## config.mk

```make
export PLATFORM = sky130hd
export DESIGN_NAME = bcta_top
export DESIGN_NICKNAME = d
export VERILOG_FILES = /design/src/pkg/bcta_pkg.sv /design/src/pkg/bcta_path_if.sv /design/src/rtl/bcta_sync_sampler.sv /design/src/rtl/bcta_chan_gen.sv /design/src/rtl/bcta_top.sv
export VERILOG_INCLUDE_DIRS = /design/src /design/src/pkg
export SDC_FILE = /design/constraint.sdc
export NUM_CORES = 1
export LEC_CHECK = 0
export BUFFER_PORTS_ARGS = -buffer_cell sky130_fd_sc_hd__buf_2
export CORE_MARGIN = 2
export CORE_UTILIZATION = 55
export DETAILED_ROUTE_END_ITERATION = 16
export GPL_TIMING_DRIVEN = 1
export MAX_ROUTING_LAYER = met4
export PLACE_DENSITY = 0.72
export SYNTH_ARGS = -nofsm -noshare
export SYNTH_HDL_FRONTEND = slang
export SYNTH_SLANG_ARGS = --single-unit
```

## constraint.sdc

```tcl
create_clock -name clk -period 3.8 [get_ports clk]
set_input_delay 0.76 -clock clk [delete_from_list [all_inputs] [get_ports clk]]
set_output_delay 0.76 -clock clk [all_outputs]
set_load 0.005 [all_outputs]
```

## src/pkg/bcta_cfg.svh

```systemverilog
`ifndef BCTA_CFG_SVH
`define BCTA_CFG_SVH

// Register byte offsets
`define BCTA_OFF_RX_IO      8'h00
`define BCTA_OFF_TX_IO      8'h04
`define BCTA_OFF_RX_ES      8'h08
`define BCTA_OFF_TX_ES      8'h0c
`define BCTA_OFF_BP_CFG     8'h10
`define BCTA_OFF_STATUS     8'h14
`define BCTA_OFF_RX_BLK     8'h20
`define BCTA_OFF_TX_BLK     8'h30
`define BCTA_OFF_RX_GAP     8'h40
`define BCTA_OFF_TX_GAP     8'h50

// Field positions
`define BCTA_BIT_CT_SYNC_EN 5
`define BCTA_BIT_SYNC_INV   1
`define BCTA_BIT_TX_SYNC_IN 0
`define BCTA_BIT_GAP_EN     6
`define BCTA_BIT_FMT56      7
`define BCTA_BIT_T1_BP      0
`define BCTA_BIT_IBO4       1
`define BCTA_BIT_EVEN_PORT  2

// Reset values
`define BCTA_RST_BYTE       8'h00
`define BCTA_RST_MASK       32'h0000_0000

// Frame timing in backplane bit times (last bit index)
`define BCTA_T1_LAST_BIT    9'd192
`define BCTA_E1_LAST_BIT    9'd255
`define BCTA_DC_BIT_POS     3'd7

`endif

```

## src/pkg/bcta_pkg.sv

```systemverilog
package bcta_pkg;
    typedef logic [7:0]  bcta_byte_t;
    typedef logic [31:0] bcta_chmask_t;
    typedef logic [8:0]  bcta_bitcnt_t;
    typedef enum logic { BCTA_SAMPLE_FALL, BCTA_SAMPLE_RISE } bcta_sample_t;
endpackage

```

## src/pkg/bcta_path_if.sv

```systemverilog
`timescale 1ns/1ps
interface bcta_path_if;
    import bcta_pkg::*;
    logic         bitTick;
    logic         bpDly;
    logic         frameMark;
    logic         t1Mode;
    logic         gapEn;
    logic         fmt56;
    bcta_chmask_t blockSel;
    bcta_chmask_t gapSel;
    logic         chBlock;
    logic         chClk;
    bcta_bitcnt_t bitCnt;
    modport ctrl (output bitTick, bpDly, frameMark, t1Mode, gapEn, fmt56, blockSel, gapSel,
                  input chBlock, chClk, bitCnt);
    modport gen  (input bitTick, bpDly, frameMark, t1Mode, gapEn, fmt56, blockSel, gapSel,
                  output chBlock, chClk, bitCnt);
endinterface

```

## src/rtl/bcta_sync_sampler.sv

```systemverilog
`timescale 1ns/1ps
`include "bcta_cfg.svh"
module bcta_sync_sampler import bcta_pkg::*; (
    input  wire logic clk,       // System clock
    input  wire logic sys_rst,   // Synchronous reset
    input  wire logic syncLvl,   // Synchronised frame-sync level
    input  wire logic riseTick,  // Backplane clock rising edge
    input  wire logic fallTick,  // Backplane clock falling edge
    input  wire logic ctEn,      // CT-bus sampling point
    input  wire logic invert,    // Inbound sync inverted
    output logic      frameMark  // One-cycle frame start mark
);
    bcta_sample_t edgeSel;
    logic         sampled;
    logic         hit;
    logic         last_q, last_d;
    logic         mark_d;

    // Pick the sampling edge, then apply polarity separately
    always_comb begin
        edgeSel = ctEn ? BCTA_SAMPLE_RISE : BCTA_SAMPLE_FALL;
        hit     = (edgeSel == BCTA_SAMPLE_RISE) ? riseTick : fallTick;
        sampled = syncLvl ^ invert;
        last_d  = hit ? sampled : last_q;
        mark_d  = hit & sampled & ~last_q;
    end

    // Register sampled level
    always_ff @(posedge clk) begin
        if (sys_rst) begin
            last_q <= 1'b0;
        end else begin
            last_q <= last_d;
        end
    end

    // Mark leaves unregistered so a rising-edge sample meets its own bit tick
    assign frameMark = mark_d;
endmodule

```

## src/rtl/bcta_chan_gen.sv

```systemverilog
`timescale 1ns/1ps
`include "bcta_cfg.svh"
module bcta_chan_gen import bcta_pkg::*; (
    input  wire logic clk,     // System clock
    input  wire logic sys_rst, // Synchronous reset
    bcta_path_if.gen  p        // Path timing and outputs
);
    bcta_bitcnt_t cnt_q, cnt_d;
    logic         pend_q, pend_d;
    logic         blk_q, blk_d;
    logic         chc_q, chc_d;
    bcta_bitcnt_t lastBit;
    bcta_bitcnt_t slotBits;
    logic [4:0]   chan;
    logic [2:0]   bitPos;
    logic         inSlot;

    // Bit counter locked to the frame mark
    always_comb begin
        lastBit = p.t1Mode ? `BCTA_T1_LAST_BIT : `BCTA_E1_LAST_BIT;
        pend_d  = pend_q | p.frameMark;
        cnt_d   = cnt_q;
        if (p.bitTick) begin
            if (pend_q | p.frameMark) begin
                cnt_d  = '0;
                pend_d = 1'b0;
            end else if (cnt_q == lastBit) begin
                cnt_d = '0;
            end else begin
                cnt_d = cnt_q + 9'd1;
            end
        end
    end

    // Channel decode and output gating
    always_comb begin
        slotBits = p.t1Mode ? (cnt_q - 9'd1) : cnt_q;           // T1 bit 0 is the F bit
        inSlot   = ~(p.t1Mode & (cnt_q == 9'd0));
        chan     = slotBits[7:3];
        bitPos   = slotBits[2:0];
        blk_d    = inSlot & p.blockSel[chan];
        chc_d    = p.bpDly & inSlot & p.gapEn & p.gapSel[chan]
                 & ~(p.fmt56 & (bitPos == `BCTA_DC_BIT_POS));
    end

    // State registers
    always_ff @(posedge clk) begin
        if (sys_rst) begin
            cnt_q  <= '0;
            pend_q <= 1'b0;
            blk_q  <= 1'b0;
            chc_q  <= 1'b0;
        end else begin
            cnt_q  <= cnt_d;
            pend_q <= pend_d;
            blk_q  <= blk_d;
            chc_q  <= chc_d;
        end
    end

    assign p.chBlock = blk_q;
    assign p.chClk   = chc_q;
    assign p.bitCnt  = cnt_q;
endmodule

```

## src/rtl/bcta_top.sv

```systemverilog
`timescale 1ns/1ps
`include "bcta_cfg.svh"
module bcta_top import bcta_pkg::*; (
    input  wire logic        clk,           // System clock, 250 MHz
    input  wire logic        sys_rst,       // Synchronous reset, active high
    input  wire logic        psel,          // APB select
    input  wire logic        penable,       // APB enable
    input  wire logic        pwrite,        // APB direction
    input  wire logic [7:0]  paddr,         // APB byte address
    input  wire logic [31:0] pwdata,        // APB write data
    input  wire logic [3:0]  pstrb,         // APB byte strobes
    output logic      [31:0] prdata,        // APB read data
    output logic             pready,        // APB ready
    output logic             pslverr,       // APB error
    input  wire logic        bpClkPin,      // Backplane clock
    input  wire logic        rxSyncPin,     // Receive frame sync, own port
    input  wire logic        rxSyncPairPin, // Receive frame sync of odd neighbour
    input  wire logic        txSyncPinIn,   // Transmit frame sync pin, input side
    output logic             txSyncPinOut,  // Transmit frame sync pin, output side
    output logic             txSyncPinOe,   // Transmit frame sync pin drive enable
    output logic             rxChanBlock,   // Receive channel block output
    output logic             txChanBlock,   // Transmit channel block output
    output logic             rxChanClk,     // Receive gapped channel clock
    output logic             txChanClk      // Transmit gapped channel clock
);
    // Configuration registers
    bcta_byte_t   rxIo_q, rxIo_d;
    bcta_byte_t   txIo_q, txIo_d;
    bcta_byte_t   rxEs_q, rxEs_d;
    bcta_byte_t   txEs_q, txEs_d;
    bcta_byte_t   bpCfg_q, bpCfg_d;
    bcta_chmask_t rxBlk_q, rxBlk_d;
    bcta_chmask_t txBlk_q, txBlk_d;
    bcta_chmask_t rxGap_q, rxGap_d;
    bcta_chmask_t txGap_q, txGap_d;

    // Bus answer registers
    logic [31:0]  rdata_q, rdata_d;
    logic         ready_q, ready_d;
    logic         err_q, err_d;

    // Pin synchronisers
    logic [3:0]   meta_q;
    logic [3:0]   sync_q;
    logic         bpDly_q;

    // Transmit sync pin drive
    logic         tsOut_q, tsOut_d;
    logic         tsOe_q, tsOe_d;

    // Decode helpers
    logic         setup;
    logic         access;
    logic         mapped;
    logic [7:0]   grpBase;
    logic [4:0]   lanePos;
    logic [31:0]  rdMux;
    bcta_byte_t   wByte;
    logic         wrEn;

    // Derived timing
    logic         riseTick;
    logic         fallTick;
    logic         rxSyncSel;
    logic         rxMark;
    logic         txMark;
    logic         ctEn;
    logic         txInMode;

    bcta_path_if rxPath ();
    bcta_path_if txPath ();

    // Two-stage synchronisers, third stage on the clock pin for edges
    always_ff @(posedge clk) begin
        if (sys_rst) begin
            meta_q  <= 4'h0;
            sync_q  <= 4'h0;
            bpDly_q <= 1'b0;
        end else begin
            meta_q  <= {txSyncPinIn, rxSyncPairPin, rxSyncPin, bpClkPin};
            sync_q  <= meta_q;
            bpDly_q <= sync_q[0];
        end
    end

    // Backplane clock edges and sync source choice
    always_comb begin
        riseTick  = sync_q[0] & ~bpDly_q;
        fallTick  = ~sync_q[0] & bpDly_q;
        ctEn      = rxIo_q[`BCTA_BIT_CT_SYNC_EN];
        txInMode  = txIo_q[`BCTA_BIT_TX_SYNC_IN];
        rxSyncSel = (bpCfg_q[`BCTA_BIT_IBO4] & bpCfg_q[`BCTA_BIT_EVEN_PORT])
                  ? sync_q[2] : sync_q[1];
    end

    // Receive frame sync sampling
    bcta_sync_sampler u_rx_sync (
        .clk       (clk),
        .sys_rst   (sys_rst),
        .syncLvl   (rxSyncSel),
        .riseTick  (riseTick),
        .fallTick  (fallTick),
        .ctEn      (ctEn),
        .invert    (rxIo_q[`BCTA_BIT_SYNC_INV]),
        .frameMark (rxMark)
    );

    // Transmit frame sync sampling, same CT-bus enable
    bcta_sync_sampler u_tx_sync (
        .clk       (clk),
        .sys_rst   (sys_rst),
        .syncLvl   (sync_q[3]),
        .riseTick  (riseTick),
        .fallTick  (fallTick),
        .ctEn      (ctEn),
        .invert    (txIo_q[`BCTA_BIT_SYNC_INV]),
        .frameMark (txMark)
    );

    // Receive path control
    assign rxPath.bitTick   = riseTick;
    assign rxPath.bpDly     = bpDly_q;
    assign rxPath.frameMark = rxMark;
    assign rxPath.t1Mode    = bpCfg_q[`BCTA_BIT_T1_BP];
    assign rxPath.gapEn     = rxEs_q[`BCTA_BIT_GAP_EN];
    assign rxPath.fmt56     = rxEs_q[`BCTA_BIT_FMT56];
    assign rxPath.blockSel  = rxBlk_q;
    assign rxPath.gapSel    = rxGap_q;

    // Transmit path control; sync only counts in input mode
    assign txPath.bitTick   = riseTick;
    assign txPath.bpDly     = bpDly_q;
    assign txPath.frameMark = txMark & txInMode;
    assign txPath.t1Mode    = bpCfg_q[`BCTA_BIT_T1_BP];
    assign txPath.gapEn     = txEs_q[`BCTA_BIT_GAP_EN];
    assign txPath.fmt56     = txEs_q[`BCTA_BIT_FMT56];
    assign txPath.blockSel  = txBlk_q;
    assign txPath.gapSel    = txGap_q;

    bcta_chan_gen u_rx_gen (
        .clk     (clk),
        .sys_rst (sys_rst),
        .p       (rxPath)
    );

    bcta_chan_gen u_tx_gen (
        .clk     (clk),
        .sys_rst (sys_rst),
        .p       (txPath)
    );

    // Transmit sync pin: driven frame pulse in output mode, unaffected by CT-bus
    always_comb begin
        tsOe_d  = ~txInMode;
        tsOut_d = ~txInMode & (txPath.bitCnt == 9'd0);
    end

    always_ff @(posedge clk) begin
        if (sys_rst) begin
            tsOut_q <= 1'b0;
            tsOe_q  <= 1'b0;
        end else begin
            tsOut_q <= tsOut_d;
            tsOe_q  <= tsOe_d;
        end
    end

    // Address decode and read mux
    always_comb begin
        setup   = psel & ~penable;
        access  = psel & penable & ready_q;
        grpBase = {paddr[7:4], 4'h0};
        lanePos = {paddr[3:2], 3'b000};
        wByte   = pwdata[7:0];
        rdMux   = 32'h0000_0000;
        mapped  = 1'b1;
        if (paddr[1:0] != 2'b00) begin
            mapped = 1'b0;
        end else if (paddr == `BCTA_OFF_RX_IO) begin
            rdMux = {24'h000000, rxIo_q};
        end else if (paddr == `BCTA_OFF_TX_IO) begin
            rdMux = {24'h000000, txIo_q};
        end else if (paddr == `BCTA_OFF_RX_ES) begin
            rdMux = {24'h000000, rxEs_q};
        end else if (paddr == `BCTA_OFF_TX_ES) begin
            rdMux = {24'h000000, txEs_q};
        end else if (paddr == `BCTA_OFF_BP_CFG) begin
            rdMux = {24'h000000, bpCfg_q};
        end else if (paddr == `BCTA_OFF_STATUS) begin
            rdMux = {7'h00, txPath.bitCnt, 7'h00, rxPath.bitCnt};
        end else if (grpBase == `BCTA_OFF_RX_BLK) begin
            rdMux = {24'h000000, rxBlk_q[lanePos +: 8]};
        end else if (grpBase == `BCTA_OFF_TX_BLK) begin
            rdMux = {24'h000000, txBlk_q[lanePos +: 8]};
        end else if (grpBase == `BCTA_OFF_RX_GAP) begin
            rdMux = {24'h000000, rxGap_q[lanePos +: 8]};
        end else if (grpBase == `BCTA_OFF_TX_GAP) begin
            rdMux = {24'h000000, txGap_q[lanePos +: 8]};
        end else begin
            mapped = 1'b0;
        end
        wrEn = access & pwrite & mapped & pstrb[0];
    end

    // Bus answer: one access cycle, data and error prepared in setup
    always_comb begin
        ready_d = setup;
        err_d   = setup & ~mapped;
        rdata_d = (setup & ~pwrite) ? rdMux : 32'h0000_0000;
    end

    // Register writes into the low byte lane
    always_comb begin
        rxIo_d  = rxIo_q;
        txIo_d  = txIo_q;
        rxEs_d  = rxEs_q;
        txEs_d  = txEs_q;
        bpCfg_d = bpCfg_q;
        rxBlk_d = rxBlk_q;
        txBlk_d = txBlk_q;
        rxGap_d = rxGap_q;
        txGap_d = txGap_q;
        if (wrEn) begin
            if (paddr == `BCTA_OFF_RX_IO) begin
                rxIo_d = wByte;
            end else if (paddr == `BCTA_OFF_TX_IO) begin
                txIo_d = wByte;
            end else if (paddr == `BCTA_OFF_RX_ES) begin
                rxEs_d = wByte;
            end else if (paddr == `BCTA_OFF_TX_ES) begin
                txEs_d = wByte;
            end else if (paddr == `BCTA_OFF_BP_CFG) begin
                bpCfg_d = wByte;
            end else if (grpBase == `BCTA_OFF_RX_BLK) begin
                rxBlk_d[lanePos +: 8] = wByte;
            end else if (grpBase == `BCTA_OFF_TX_BLK) begin
                txBlk_d[lanePos +: 8] = wByte;
            end else if (grpBase == `BCTA_OFF_RX_GAP) begin
                rxGap_d[lanePos +: 8] = wByte;
            end else if (grpBase == `BCTA_OFF_TX_GAP) begin
                txGap_d[lanePos +: 8] = wByte;
            end
        end
    end

    // Register file and bus answer flops
    always_ff @(posedge clk) begin
        if (sys_rst) begin
            rxIo_q  <= `BCTA_RST_BYTE;
            txIo_q  <= `BCTA_RST_BYTE;
            rxEs_q  <= `BCTA_RST_BYTE;
            txEs_q  <= `BCTA_RST_BYTE;
            bpCfg_q <= `BCTA_RST_BYTE;
            rxBlk_q <= `BCTA_RST_MASK;
            txBlk_q <= `BCTA_RST_MASK;
            rxGap_q <= `BCTA_RST_MASK;
            txGap_q <= `BCTA_RST_MASK;
            rdata_q <= 32'h0000_0000;
            ready_q <= 1'b0;
            err_q   <= 1'b0;
        end else begin
            rxIo_q  <= rxIo_d;
            txIo_q  <= txIo_d;
            rxEs_q  <= rxEs_d;
            txEs_q  <= txEs_d;
            bpCfg_q <= bpCfg_d;
            rxBlk_q <= rxBlk_d;
            txBlk_q <= txBlk_d;
            rxGap_q <= rxGap_d;
            txGap_q <= txGap_d;
            rdata_q <= rdata_d;
            ready_q <= ready_d;
            err_q   <= err_d;
        end
    end

    // Outputs, all from flops
    assign prdata       = rdata_q;
    assign pready       = ready_q;
    assign pslverr      = err_q;
    assign txSyncPinOut = tsOut_q;
    assign txSyncPinOe  = tsOe_q;
    assign rxChanBlock  = rxPath.chBlock;
    assign txChanBlock  = txPath.chBlock;
    assign rxChanClk    = rxPath.chClk;
    assign txChanClk    = txPath.chClk;
endmodule

```

After elaboration in Yosys (flattened, before gate mapping) --
Index checks and enable logic that the tools add are counted.
Storage, ports and cells: flip-flop bits (word level) 239, input bits 53, output and inout bits 40, word-level logic and storage cells 171
Operators by class: add/sub/neg operators 5, $lt $le $gt $ge 2, eq/ne operators 13, shifts and indexed selects 6, multiplexer cells 43, bitwise gates (word level) 56, reductions and logical operators 17
Operators by type and width (number):
- bitwise mux 32 bit | 4
- variable part select 32 x 6 -> 8 bit | 4
- 2-to-1 mux 8 bit | 11
- 2-to-1 mux 9 bit | 4
- variable shift 8 x 7 -> 32 bit (first input constant) | 1
- variable part select 8 x 7 -> 32 bit | 1
- bitwise AND 1 bit | 31
- 2-to-1 mux 25 bit | 1
- inverter 1 bit | 21
- binary-select mux 1 bit (select 5 bit) | 4
- adder 9 x 1 -> 9 bit (second input constant) | 2
- equality test 9 x 8 -> 1 bit | 2
- zero test 9 bit | 2
- 2-to-1 mux 1 bit | 18
- equality test 8 x 4 -> 1 bit (second input constant) | 2
- equality test 8 x 5 -> 1 bit (second input constant) | 2
- subtractor 8 x 1 -> 8 bit (second input constant) | 2
- < comparator 5 x 6 -> 1 bit (second input constant) | 2
- OR reduction 12 bit | 1
- AND reduction 10 bit | 1
- AND reduction 9 bit | 1
- equality test 4 x 2 -> 1 bit (second input constant) | 2
- equality test 4 x 3 -> 1 bit (second input constant) | 2
- equality test 8 x 3 -> 1 bit (second input constant) | 1
- 17 further kinds | 20

Depth between registers and ports, before layout --
depth after elaboration 15, depth in mapped cells 13, depth with buffers taken out 9

Hierarchy --
From an unflattened synthesis, not the netlist that was laid out.
Unflattened totals: cell total of the unflattened synthesis 1326, area total of the unflattened synthesis 11698.7 µm²
Modules (own cells, without submodules):
- bcta_top | times used 1, cells an instance 906, area an instance 8843.5 µm², sequential area each 3983.8 µm²
- bcta_chan_gen | times used 2, cells an instance 203, area an instance 1362.6 µm², sequential area each 240.2 µm²
- bcta_sync_sampler | times used 2, cells an instance 7, area an instance 65.1 µm², sequential area each 20.0 µm²

Worst setup path before layout --
No wires, ideal clock.
path type input to register, start input paddr[2], end register txBlk_q[0], setup time 0.075 ns, arrival 3.119 ns, required time 3.725 ns, path slack 0.606 ns, stages 11, buffers on the path 2, cell sequence buf_2 -> buf_2 -> inv_1 -> ha_1 -> nor3b_1 -> o21a_1 -> o31ai_2 -> a2111oi_4 -> a21oi_1 -> nand2_1 -> o21ai_0
On the way: word-level cells in the longest chain between the ends 11, elaborated cells on any way between the ends 25, those cells by class 1 x add/sub; 5 x eq/ne; 2 x shift; 8 x mux; 7 x bitwise; 2 x reduce/logical
RTL lines:
- start, declared | line bcta_top.sv:9 | input wire logic [7:0] paddr,
- equality test 8 x 5 -> 1 bit (no line)
- 2-to-1 mux 1 bit | line bcta_top.sv:189 | end else if (paddr == `BCTA_OFF_STATUS) begin
- 2-to-1 mux 1 bit | line bcta_top.sv:187 | end else if (paddr == `BCTA_OFF_BP_CFG) begin
- 2-to-1 mux 1 bit | line bcta_top.sv:185 | end else if (paddr == `BCTA_OFF_TX_ES) begin
- 2-to-1 mux 1 bit | line bcta_top.sv:183 | end else if (paddr == `BCTA_OFF_RX_ES) begin
- 2-to-1 mux 1 bit | line bcta_top.sv:181 | end else if (paddr == `BCTA_OFF_TX_IO) begin
- 2-to-1 mux 1 bit | line bcta_top.sv:179 | end else if (paddr == `BCTA_OFF_RX_IO) begin
- 2-to-1 mux 1 bit | line bcta_top.sv:177 | if (paddr[1:0] != 2'b00) begin
- bitwise AND 1 bit (2 in a row) | line bcta_top.sv:202 | wrEn = access & pwrite & mapped & pstrb[0];
- AND reduction 8 bit (no line)
- end signal, assigned | line bcta_top.sv:255 | txBlk_q <= `BCTA_RST_MASK;
- end signal, assigned | line bcta_top.sv:268 | txBlk_q <= txBlk_d;
- end, declared | line bcta_top.sv:33 | bcta_chmask_t txBlk_q, txBlk_d;
Several ways; a longest one is shown, not always the timed one. A chain may end at the register's enable or synchronous reset.

Worst setup path after layout --
start register u_rx_gen.cnt_q[0], in the netlist u_rx_gen.p.bitCnt[0], end register u_rx_gen.chc_q, in the netlist u_rx_gen.p.chClk
On the way: word-level cells in the longest chain between the ends 7, elaborated cells on any way between the ends 14, those cells by class 1 x add/sub; 1 x eq/ne; 3 x mux; 8 x bitwise; 1 x reduce/logical
RTL lines:
- start, declared | line bcta_chan_gen.sv:8 | bcta_bitcnt_t cnt_q, cnt_d;
- start signal, assigned | line bcta_chan_gen.sv:54 | cnt_q <= cnt_d;
- branches (longest 6 deep; another with subtractor 8 x 1 -> 8 bit)
- bitwise AND 1 bit * | line bcta_chan_gen.sv:42 | chc_d = p.bpDly & inSlot & p.gapEn & p.gapSel[chan]
- end signal, assigned | line bcta_chan_gen.sv:57 | chc_q <= chc_d;
- end, declared | line bcta_chan_gen.sv:11 | logic chc_q, chc_d;
Every way passes the cells marked *. The select of a mux whose other input is x is not followed.

==> run metrics <==
Critical Path Sink Type=flip-flop; largest family of logic cells by synthesized area=simple AND/OR/NAND/NOR gates; Main synth FF type=dfxtp_1; CTS clock-pin slew for the worst setup and hold paths=0.06 ns; Avg Synthesized Cell Area=9.04 sq um; Port-buffer cells=51; Initial Utilization=between 50% and 60%; kind of critical path=reg -> reg; fin nets=around 1300; gpl congestion=1.03; CTS sink cnt=225; Initial DRC Count=~1200; CP delay by family, top=compound AO/OA/AOI/OAI gates; Max stage delay on crit path=about 0.55 ns; Worst path slowest cell=o21ai_1; largest net degree at the start of global routing=64; Cell Area, Synth=around 11000 sq um; power share of the clock group=47.3%; maximum clock frequency=between 0.3 and 0.4 GHz; # fillers=~1700; CTS buffer count=24; post-synthesis sequential area ratio=between 30% and 40%; share of power burned in registers=between 40% and 50%; Post-CTS Resized=0; critical path launch point type=flip-flop; most used cell, CP=o21ai_1; Post-Synthesis Cells=around 1300; critical path peak fanout=13; number of diodes=0; combinational share of power=4.7%; Required @ worst endpoint=around 4.2 ns; Final Hold Vio Count=0; Yosys reg bits=roughly 230; fraction of registers with async set/reset=0%; initial antenna violation count=0; Slew HR=25.4%; mean number of vias per cell=approximately 6.4; crit-path cells=inv_1 -> ha_1 -> nand4bb_1 -> o21ai_1 -> nand2_2 -> mux2i_1 -> a221oi_1 -> o21ai_1 -> a311oi_1; Vias=9938; Final WS setup=0.619 ns; CTS Root Cell=clkbuf_16; leakage power=about 0.0043 uW; pre-CTS setup slack=between 0.2 and 0.25 ns; Final Max Tran Viols=0; Pwr Density=around 400 nW/um^2; compound-cell area share of the yosys netlist=16.0%; width of the chip=148 microns; Yosys Warn Count=0; XOR/XNOR Fraction of Synth Area=about 2.5%; Psw=1100 uW; H-tree depth=1; crit path time final=~3.2 ns; final setup fails=0; Area Growth Syn to Fin=10.3%; Core ar.=20200 sq um; Post-Route Setup TNS=0 ns; skew final=~0.0084 ns; die area=roughly 22000 sq um; GRT overflow=0; Hold-fix buffers, CTS=0; clock latency on the worst-skew pair=0.52 ns; run status=finished clean; Setup Fix Bufs, Post-CTS=0; I/O pin cnt=just over 90; DRT Wirelength=33.6 mm; worst slew pin tran=1.11 ns; Adder-Cell Fraction of Synth Area=1.10%; crit path buf inv count=1; die height=between 100 and 150 microns; Detailed Routing Iterations Pass 1=6; DRC=0; final period utilization=a little over four fifths; vias in the first global route=a little over 9000; Max IR drop VDD=0.000332 V; ANT nets after route=0; number of unique standard cell types used by synthesis=75; r2r setup slk=~0.62 ns; Post-synth EDFFs=0; first-pass GRT wire length=~52 mm; Switching Share=between 20% and 30%; row count=52; HP Class=reg -> reg; DR WL/cell=roughly 22 microns; Synth Area in Simple Gates=approximately 22%; RSZ-0062 raised after global routing=false; CTS tree=yes; layout cells sized above 1=about 15%; mux contribution to synthesized area=13.8%; CTS max path bufs=3; Final HPWL DP=roughly 24 mm; GRT Total Usage=31.6%; max-cap violations=0; P_int=slightly below 4000 uW; CP arrival=3.59 ns
## power groups by stage
stage                     clock [uW]  sequential (uW)  combinational, uW
final                           2340             2370                234
after floorplan                    0             2420                166
after global placement             0             2420                227
after CTS                       2360             2370                229
after detailed placement           0             2420                228
after global routing            2450             2370                250
## logic make-up after synthesis
family                   Yosys count
AND/OR/NAND/NOR                  481
flip-flops                       225
other                              1
multiplexers                      95
AO/OA/AOI/OAI                    299
buffers and inverters            114
XOR/XNOR                          28
adder cells (fa/ha/maj)           10
## layer usage
layer  share of wire, %  GRT usage (%)
met1                 41           44.5
met2                 43           44.0
met3                 11           6.05
met4                5.5           14.3
met5                  0              -
## synth_stat cells, drive strengths merged (4+ instances only)
master / count / area share, %
dfxtp: 225 / 40
nand2: 171 / 5.7
o21ai: 155 / 6.9
nand3b: 102 / 6.8
nor2: 82 / 2.7
clkbuf: 62 / 2.1
a21oi: 55 / 2.5
mux4: 49 / 9.7
mux2i: 43 / 3.8
nand3: 41 / 1.8
buf: 38 / 2.1
and2: 20 / 1.1
nor2b: 18 / 0.99
xnor2: 15 / 1.3
inv: 14 / 0.46
o211ai: 14 / 0.93
xor2: 13 / 1.2
ha: 10 / 1.1
nand4: 8 / 0.44
nor3b: 8 / 0.53
o22ai: 8 / 0.44
a21boi: 7 / 0.46
nor3: 7 / 0.45
a2111oi: 6 / 0.79
a31oi: 6 / 0.33
a211oi: 5 / 0.33
a221oi: 5 / 0.39
a222oi: 5 / 0.44
a32oi: 5 / 0.39
o31ai: 5 / 0.38
a22oi: 4 / 0.26
and3: 4 / 0.22
nor4: 4 / 0.35
or3: 4 / 0.22
## through the flow
step	utilization, %	power (uW)	instance area [sq um]	instances	hold WS, ns
floorplan	-	2590	11400	1266	0.414
global placement	57.9	2650	11700	1512	0.418
detailed placement	57.9	2650	11700	1512	0.425
CTS	61.8	4960	12500	1554	0.434
global route	61.8	5070	12500	1554	0.455
finish	61.8	4950	12500	1554	0.435
## worst reg2reg max path, stage by stage, from the launching register on
cell,delay [ns]
dfxtp_1,0.38
inv_1,0.12
ha_1,0.22
nand4bb_1,0.33
o21ai_1,0.55
nand2_2,0.40
mux2i_1,0.21
a221oi_1,0.31
o21ai_1,0.17
a311oi_1,0.37
## layout by cell type (no fill, tap or decap), types with 8 or more instances in the layout
cell type / n
mux4_2: 49
dfxtp_1: 225
nand4_1: 8
o211ai_1: 14
nor2_1: 82
xnor2_1: 13
xor2_1: 12
and2_1: 19
o21ai_1: 52
ha_1: 10
clkbuf_16: 25
nand3_1: 41
conb_1: 14
nor2b_1: 18
nand3b_1: 102
nor3b_1: 8
buf_4: 25
o21ai_0: 102
nand2_1: 169
inv_1: 12
buf_2: 50
o22ai_1: 8
mux2i_1: 43
a21oi_1: 54
## final timing paths
path,from,end,cells after the start
max,u_rx_gen.p.bitCnt[0],u_rx_gen.p.chClk,9
min,meta_q[0],sync_q[0],1
max reg2reg,u_rx_gen.p.bitCnt[0],u_rx_gen.p.chClk,9
min reg2reg,meta_q[0],sync_q[0],1
## final cells by class
class                   instances  area [sq um]  share of cell area, %
multi-input cells             927          6360                   50.9
inverters                      14          52.6                  0.420
well taps                     270           338                   2.70
clock buffers                  36           737                   5.89
flip-flops and latches        225          4500                   36.0
repair buffers                 76           458                   3.66
clock inverters                 6          55.1                  0.440
## sequential cells by signal (all words and copies together) (netlist names), 4 cells and up
signal and flops:
txBlk_q 32, meta_q 4, u_tx_gen.p.bitCnt 9, u_rx_gen.p.bitCnt 9
rxEs_q 8, rxGap_q 32, prdata 18, txGap_q 32
bpCfg_q 8, sync_q 4, rxIo_q 8, rxBlk_q 32
txEs_q 8, txIo_q 8
Power figures use the tool's default switching activity.
